===== config.mk =====
export PLATFORM = sky130hd
export DESIGN_NAME = iprl_port
export DESIGN_NICKNAME = d
export VERILOG_FILES = /design/src/iprl_pkg.sv /design/src/iprl_edge_det.sv /design/src/iprl_port.sv
export SDC_FILE = /design/constraint.sdc
export NUM_CORES = 1
export LEC_CHECK = 0
export ABC_AREA = 1
export BUFFER_PORTS_ARGS = -buffer_cell sky130_fd_sc_hd__buf_2
export CORE_UTILIZATION = 30
export CTS_CLUSTER_SIZE = 10
export DETAILED_ROUTE_END_ITERATION = 7
export PLACE_DENSITY = 0.54
export SKIP_LAST_GASP = 1
export SYNTH_ARGS = -nofsm -noshare
export SYNTH_HDL_FRONTEND = slang
export SYNTH_SLANG_ARGS = --single-unit

===== constraint.sdc =====
create_clock -name clk -period 1.8 [get_ports clk]
set_input_delay 0.27 -clock clk [delete_from_list [all_inputs] [get_ports clk]]
set_output_delay 0.27 -clock clk [all_outputs]
set_load 0.05 [all_outputs]

===== src/iprl_pkg.sv =====
// Package of constants and types for the port reset and low-power control block
package iprl_pkg;
	// ----------------------------------------------------------------
	// Drive mode codes
	// ----------------------------------------------------------------
	localparam logic [2:0] DM_HIZ_ANALOG = 3'h0;
	localparam logic [2:0] DM_HIZ_DIGITAL = 3'h1;
	localparam logic [2:0] DM_PULL_UP = 3'h2;
	localparam logic [2:0] DM_PULL_DOWN = 3'h3;
	localparam logic [2:0] DM_OD_LOW = 3'h4;
	localparam logic [2:0] DM_OD_HIGH = 3'h5;
	localparam logic [2:0] DM_STRONG = 3'h6;
	localparam logic [2:0] DM_PULL_BOTH = 3'h7;

	// ----------------------------------------------------------------
	// Reset configuration codes held in nonvolatile storage
	// ----------------------------------------------------------------
	localparam logic [1:0] RCFG_HIZ = 2'h0;
	localparam logic [1:0] RCFG_PULL_DOWN = 2'h1;
	localparam logic [1:0] RCFG_PULL_UP = 2'h2;

	// ----------------------------------------------------------------
	// Pin interrupt modes
	// ----------------------------------------------------------------
	localparam logic [1:0] IMODE_NONE = 2'h0;
	localparam logic [1:0] IMODE_RISE = 2'h1;
	localparam logic [1:0] IMODE_FALL = 2'h2;
	localparam logic [1:0] IMODE_BOTH = 2'h3;

	// ----------------------------------------------------------------
	// Special pin threshold selections
	// ----------------------------------------------------------------
	localparam logic [1:0] THR_HALF_SUPPLY = 2'h0;
	localparam logic [1:0] THR_FORTY_SUPPLY = 2'h1;
	localparam logic [1:0] THR_HALF_REF = 2'h2;
	localparam logic [1:0] THR_ANALOG_GLOBAL = 2'h3;

	// ----------------------------------------------------------------
	// Reset values and counts
	// ----------------------------------------------------------------
	localparam logic [2:0] DM_RESET = 3'h0;
	localparam int NV_LOAD_CYCLES = 2;

	// Configuration of one special pin pair
	typedef struct packed {
		logic [1:0] thr_sel;
		logic hyst_en;
	} iprl_pair_cfg_t;

	// Pin pad controls for one pin
	typedef struct packed {
		logic [2:0] drive_mode;
		logic out_val;
	} iprl_pad_t;
endpackage


===== src/iprl_edge_det.sv =====
// Per-pin edge detector for the port interrupt unit
`timescale 1ns/10ps
module iprl_edge_det (
	// Clock and reset
	input wire logic clk,
	input wire logic rst,
	input wire logic ce,
	// Pin and mode
	input wire logic pin_in,
	input wire logic [1:0] mode,
	// Event pulse
	output logic event_p
);
	logic prev_r;

	// Previous pin level, kept through low power
	always_ff @(posedge clk) begin
		if (rst) begin
			prev_r <= 1'b0;
		end else if (ce) begin
			prev_r <= pin_in;
		end
	end

	// Mode-qualified edge decode
	always_comb begin
		case (mode)
			iprl_pkg::IMODE_RISE: event_p = ce & pin_in & ~prev_r;
			iprl_pkg::IMODE_FALL: event_p = ce & ~pin_in & prev_r;
			iprl_pkg::IMODE_BOTH: event_p = ce & (pin_in ^ prev_r);
			default: event_p = 1'b0;
		endcase
	end
endmodule


===== src/iprl_port.sv =====
// Top of the port reset, low-power and special pin control block
`timescale 1ns/10ps
module iprl_port #(
	parameter int NPINS = 8,
	parameter int NPAIRS = 1
) (
	// Clock, reset and enable
	input wire logic clk,
	input wire logic rst,
	input wire logic ce,
	// Nonvolatile reset configuration
	input wire logic [1:0] nv_reset_cfg,
	// Software configuration
	input wire logic cfg_we,
	input wire logic [NPINS*3-1:0] cfg_drive_mode,
	input wire logic [NPINS-1:0] cfg_out_val,
	input wire logic [NPINS*2-1:0] cfg_int_mode,
	input wire iprl_pkg::iprl_pair_cfg_t [NPAIRS-1:0] cfg_pair,
	input wire logic low_power,
	// Interrupt status handling
	input wire logic [NPINS-1:0] int_clear,
	// Pins and comparator input
	input wire logic [NPINS-1:0] pin_in,
	input wire logic [NPAIRS-1:0] ag_cmp_above,
	// Boundary scan
	input wire logic bs_mode,
	input wire logic bs_shift,
	input wire logic bs_capture,
	input wire logic bs_update,
	input wire logic bs_tdi,
	output logic bs_tdo,
	// Pad controls
	output iprl_pkg::iprl_pad_t [NPINS-1:0] pad,
	output iprl_pkg::iprl_pair_cfg_t [NPAIRS-1:0] pair_ref,
	output logic [NPAIRS-1:0] pair_cmp_out,
	// Status
	output logic [NPINS-1:0] int_status,
	output logic int_req,
	output logic wake_req,
	output logic [1:0] reset_cfg,
	output logic held_in_reset
);
	// ----------------------------------------------------------------
	// Reset sequencer
	// ----------------------------------------------------------------
	typedef enum logic [2:0] {
		ST_HOLD = 3'b001,
		ST_LOAD = 3'b010,
		ST_RUN = 3'b100
	} iprl_state_t;

	iprl_state_t state_r;
	iprl_state_t state_nxt;
	logic [1:0] load_cnt_r;
	logic [1:0] reset_cfg_r;
	iprl_pkg::iprl_pad_t [NPINS-1:0] pad_r;
	iprl_pkg::iprl_pair_cfg_t [NPAIRS-1:0] pair_r;
	logic [NPINS*2-1:0] imode_r;
	logic [NPINS-1:0] status_r;
	logic [NPINS-1:0] event_p;
	logic [NPAIRS-1:0] cmp_r;
	logic [NPINS-1:0] bs_cap_r;
	logic [NPINS-1:0] bs_upd_r;

	// Map a reset configuration code to a drive mode
	function automatic logic [2:0] rcfg_mode(input logic [1:0] code);
		case (code)
			iprl_pkg::RCFG_PULL_DOWN: rcfg_mode = iprl_pkg::DM_PULL_DOWN;
			iprl_pkg::RCFG_PULL_UP: rcfg_mode = iprl_pkg::DM_PULL_UP;
			default: rcfg_mode = iprl_pkg::DM_HIZ_ANALOG;
		endcase
	endfunction

	// Next state of the reset sequencer
	always_comb begin
		case (state_r)
			ST_HOLD: state_nxt = ST_LOAD;
			ST_LOAD: state_nxt = (load_cnt_r == 2'(iprl_pkg::NV_LOAD_CYCLES - 1)) ? ST_RUN : ST_LOAD;
			ST_RUN: state_nxt = ST_RUN;
			default: state_nxt = ST_HOLD;
		endcase
	end

	// Sequencer state register
	always_ff @(posedge clk) begin
		if (rst) begin
			state_r <= ST_HOLD;
		end else if (ce) begin
			state_r <= state_nxt;
		end
	end

	// Load cycle counter
	always_ff @(posedge clk) begin
		if (rst) begin
			load_cnt_r <= 2'h0;
		end else if (ce && state_r == ST_LOAD) begin
			load_cnt_r <= load_cnt_r + 2'h1;
		end
	end

	// Copy of nonvolatile reset configuration at release
	always_ff @(posedge clk) begin
		if (rst) begin
			reset_cfg_r <= iprl_pkg::RCFG_HIZ;
		end else if (ce && state_r == ST_LOAD) begin
			reset_cfg_r <= nv_reset_cfg;
		end
	end

	// ----------------------------------------------------------------
	// Pin configuration
	// ----------------------------------------------------------------
	// Drive state: held in reset, reset config at release, then software
	always_ff @(posedge clk) begin
		if (rst) begin
			pad_r <= '0;
		end else if (ce) begin
			for (int i = 0; i < NPINS; i++) begin
				if (state_r == ST_LOAD && state_nxt == ST_RUN) begin
					pad_r[i].drive_mode <= rcfg_mode(reset_cfg_r);
					pad_r[i].out_val <= (reset_cfg_r == iprl_pkg::RCFG_PULL_UP);
				end else if (state_r == ST_RUN && cfg_we && !low_power) begin
					pad_r[i].drive_mode <= cfg_drive_mode[i*3 +: 3];
					pad_r[i].out_val <= cfg_out_val[i];
				end
			end
		end
	end

	// Interrupt modes and pair configuration
	always_ff @(posedge clk) begin
		if (rst) begin
			imode_r <= '0;
			pair_r <= '0;
		end else if (ce && state_r == ST_RUN && cfg_we && !low_power) begin
			imode_r <= cfg_int_mode;
			pair_r <= cfg_pair;
		end
	end

	// ----------------------------------------------------------------
	// Port interrupt unit
	// ----------------------------------------------------------------
	genvar g;
	generate
		for (g = 0; g < NPINS; g++) begin : g_edge
			iprl_edge_det u_edge (
				.clk(clk),
				.rst(rst),
				.ce(ce),
				.pin_in(pin_in[g]),
				.mode(imode_r[g*2 +: 2]),
				.event_p(event_p[g])
			);
		end
	endgenerate

	// Sticky status, set wins over clear, runs in low power
	always_ff @(posedge clk) begin
		if (rst) begin
			status_r <= '0;
		end else if (ce) begin
			status_r <= (status_r & ~int_clear) | event_p;
		end
	end

	// ----------------------------------------------------------------
	// Special pin comparator
	// ----------------------------------------------------------------
	// Comparator result per pair; hysteresis is in the pad, result registered
	always_ff @(posedge clk) begin
		if (rst) begin
			cmp_r <= '0;
		end else if (ce) begin
			for (int p = 0; p < NPAIRS; p++) begin
				if (pair_r[p].thr_sel == iprl_pkg::THR_ANALOG_GLOBAL) begin
					cmp_r[p] <= ag_cmp_above[p];
				end else begin
					cmp_r[p] <= pin_in[2*p];
				end
			end
		end
	end

	// ----------------------------------------------------------------
	// Boundary scan
	// ----------------------------------------------------------------
	// Capture or shift chain through every pin
	always_ff @(posedge clk) begin
		if (rst) begin
			bs_cap_r <= '0;
		end else if (ce) begin
			if (bs_capture) begin
				bs_cap_r <= pin_in;
			end else if (bs_shift) begin
				bs_cap_r <= {bs_tdi, bs_cap_r[NPINS-1:1]};
			end
		end
	end

	// Update stage drives pins in scan mode once the sequencer is in ST_RUN
	always_ff @(posedge clk) begin
		if (rst) begin
			bs_upd_r <= '0;
		end else if (ce && bs_update) begin
			bs_upd_r <= bs_cap_r;
		end
	end

	// ----------------------------------------------------------------
	// Outputs
	// ----------------------------------------------------------------
	// Scan mode overrides pads with strong drive of update bits once the sequencer is in ST_RUN
	always_comb begin
		for (int i = 0; i < NPINS; i++) begin
			if (bs_mode && state_r == ST_RUN) begin
				pad[i].drive_mode = iprl_pkg::DM_STRONG;
				pad[i].out_val = bs_upd_r[i];
			end else begin
				pad[i] = pad_r[i];
			end
		end
	end

	assign bs_tdo = bs_cap_r[0];
	assign pair_ref = pair_r;
	assign pair_cmp_out = cmp_r;
	assign int_status = status_r;
	assign int_req = |status_r;
	assign wake_req = low_power & (|status_r);
	assign reset_cfg = reset_cfg_r;
	assign held_in_reset = (state_r != ST_RUN);
endmodule


==> summary.md <==
| Metric | Value |
|---|---|
| Status | `complete, no violations` |
| Number of global-route vias before repair | `3912` |
| DRT antenna net count | `0` |
| Rel. slew slack | `0.628` |
| Die ar. | `0.0146 mm2` |
| Final Non-Filler Cells | `940` |
| Setup crit end kind | `output port` |
| Wirelength per Cell | `13.4 um` |
| Cell area after layout | `0.00588 mm2` |
| Core area | `0.0138 mm2` |
| PortBufs | `129` |
| Cts bufs inserted | `9` |
| FILL cells | `1457` |
| Syn_nets | `713` |
| Layout cells sized above 1 | `0.263` |
| Crit path launch type | `flop` |
| Clk sinks | `91` |
| Placed inst area | `0.00505 mm2` |
| P per Cell Area | `769 mW/mm2` |
| RSZ-0062 raised after global routing | `yes` |
| VDD IR max | `344 uV` |
| Routed vias/inst | `4.60` |
| Routability cong. | `0.769` |
| Clock root cell | `clkbuf_16` |
| Fin. Hold Viols | `0` |
| Die height | `121 um` |
| Sequential share of the synthesized area | `0.430` |
| Antenna violations before repair | `2` |
| Gate Count Post-Synth | `630` |
| Yosys reg bits | `91` |
| Setup Crit Path Kind | `flop to output port` |
| Post-layout min period | `1.80 ns` |
| Vias | `4328` |
| Storage element area | `0.00183 mm2` |
| Leakage power | `2.93 nW` |
| Dpl ws | `0.175 ns` |
| Nets | `836` |
| Final wirelength | `12600 um` |
| DR iter-0 viols | `195` |
| Clk_skew | `0.00728 ns` |
| Clk slew on worst S/H paths | `0.07 ns` |
| # rows | `43` |
| Post-synth cell types | `27` |
| Max-cap violations | `0` |
| Initial Util | `0.307` |
| Worst-Margin Slew | `0.557 ns` |
| DRC | `0` |
| Min-delay worst type | `input pin to flop` |
| Max Freq | `556 MHz` |
| Hold-fix buffers, CTS | `0` |
| CTS tree | `done` |
| Synth warn | `0` |
| Crit share post-route | `1.00` |
| Worst EP required | `1.53 ns` |
| Final Setup Violations | `0` |
| CP Max Fanout | `5` |
| Crit-path slowest cell | `dfxtp_2` |
| Largest net degree at the start of global routing | `52` |
| Clk buf depth | `2` |
| Avg Inst Size Synth | `6.73 um2` |
| Htree depth | `3` |
| DR pass1 iterations | `5` |
| Clk_lat worst skew | `0.35 ns` |
| DPL Wire Length | `8400 um` |
| Post-route setup TNS | `0 ns` |
| Placed cells | `914` |
| Total GRT Usage | `0.178` |
| Slew Limit Fails | `0` |
| Post-route setup slack | `0.000547 ns` |
| Worst Path Arrival | `1.53 ns` |
| Global route total overflow | `0` |
| Multi-input logic area | `0.00212 mm2` |
| Area growth syn-to-layout | `38.7%` |
| Die Wd | `121 um` |
| Critical path's largest stage delay | `0.32 ns` |
| Mapped Area | `0.00424 mm2` |
| First-pass GRT wire length | `19900 um` |
| Cell Chain, Critical Path | `inv_2 > nand2_2 > nor2_4 > nand2_8 > clkbuf_16 > a21oi_4 > buf_6` |
| Number of I/O pins | `130` |
| R2r setup slk | `0.25 ns` |
==> cell type report <==
type                            count  share of cell area
Antenna cell                        2            0.000851
Clock buffer                       12              0.0436
Clock inverter                      4              0.0123
Inverter                           78              0.0500
Multi-Input combinational cell    425               0.361
Sequential cell                    91               0.310
Tap cell                          180              0.0383
Timing Repair Buffer              148               0.183
==> power breakdown <==
group / internal, W / leakage (nW) / switching [W]
logic: 0.000139 / 2.04 / 0.000201
registers: 0.00206 / 0.739 / 0.0000331
clock network: 0.00129 / 0.159 / 0.000795
total: 0.00349 / 2.93 / 0.00103
==> worst paths after layout <==
path                              start                          to  cells past startpoint
max             state_r[1]$_SDFFE_PP0P_                     pad[24]                      7
min reg2reg  load_cnt_r[1]$_SDFFE_PP0P_  load_cnt_r[1]$_SDFFE_PP0P_                      2
min                         cfg_pair[1]    pair_ref[1]$_SDFFE_PP0P_                      3
max reg2reg     state_r[1]$_SDFFE_PP0P_       pad_r[5]$_SDFFE_PP0P_                      7
==> synthesized netlist by cell type, drive strengths merged <==
| cell | number | share of area |
|---|---|---|
| nand2 | 134 | 0.12 |
| nor2 | 99 | 0.090 |
| dfxtp | 91 | 0.43 |
| inv | 77 | 0.068 |
| o21ai | 62 | 0.073 |
| a21oi | 56 | 0.066 |
| nand3 | 47 | 0.058 |
| buf | 20 | 0.028 |
| clkbuf | 16 | 0.014 |
| nand3b | 8 | 0.014 |
| a21boi | 7 | 0.012 |
| nand4 | 6 | 0.010 |
| ha | 3 | 0.0089 |
| nor4 | 2 | 0.0030 |
| clkinv | 1 | 0.0012 |
| xor2 | 1 | 0.0021 |
==> cell usage in the layout (no fill, tap or decap), types with 5 or more instances in the layout <==
master / count
clkbuf_16: 10
dfxtp_1: 88
buf_6: 32
o21ai_0: 61
nor2_4: 9
buf_4: 13
nand3_1: 46
nand2_1: 127
a21oi_4: 7
nand3b_1: 8
a21boi_0: 7
nand2_2: 6
nand4_1: 5
buf_2: 97
inv_1: 74
nor2_1: 89
a21oi_1: 47
==> worst max-delay path: cells and delay by family (launching register included) <==
kind | cells | cell delay [ns]
buf+inv | 3 | 0.41
simple gates | 3 | 0.33
flops | 1 | 0.32
compound gates | 1 | 0.12
==> stage by stage <==
| stage | utilization | power [W] | hold slack, ns |
|---|---|---|---|
| 2_1_floorplan | - | 0.00231 | 0.339 |
| 3_3_place_gp | 0.365 | 0.00246 | 0.443 |
| 3_5_place_dp | 0.365 | 0.00246 | 0.448 |
| 4_1_cts | 0.412 | 0.00457 | 0.164 |
| 5_1_grt | 0.425 | 0.00473 | 0.167 |
| 6_report | 0.425 | 0.00452 | 0.174 |
==> registers in the layout, summed over array words and instances (netlist names) <==
signal and flops:
g_edge.u_edge.prev_r 8, bs_cap_r 8, bs_upd_r 8, state_r 3
int_status 8, reset_cfg 2, imode_r 16, load_cnt_r 2
pair_ref 3, pair_cmp_out 1, pad_r 32
==> per-layer routing <==
metal  track usage  wire length (um)
met5             0                 0
met4        0.0748               243
met3        0.0446               824
met2         0.277              5720
met1         0.233              5800
==> repair_timing <==
| action | 4_1_cts | 5_1_grt |
|---|---|---|
| resized for setup | 66 | 47 |
| setup buffers | 5 | 0 |
| pin swaps | 2 | 10 |
| cloned | 3 | 1 |
| setup endpoints to repair | 34 | 32 |
==> kinds of logic (layout without fill, tap and decap cells) <==
group	count (synthesis)	after routing	share of synthesized area
flops	91	91	0.430
simple gates	296	296	0.296
buf+inv	114	242	0.112
compound gates	125	125	0.152
fa+ha+maj	3	3	0.00885
other cells	0	2	0
xor+xnor	1	1	0.00207
Note: power is estimated with default switching activity, not from simulation.
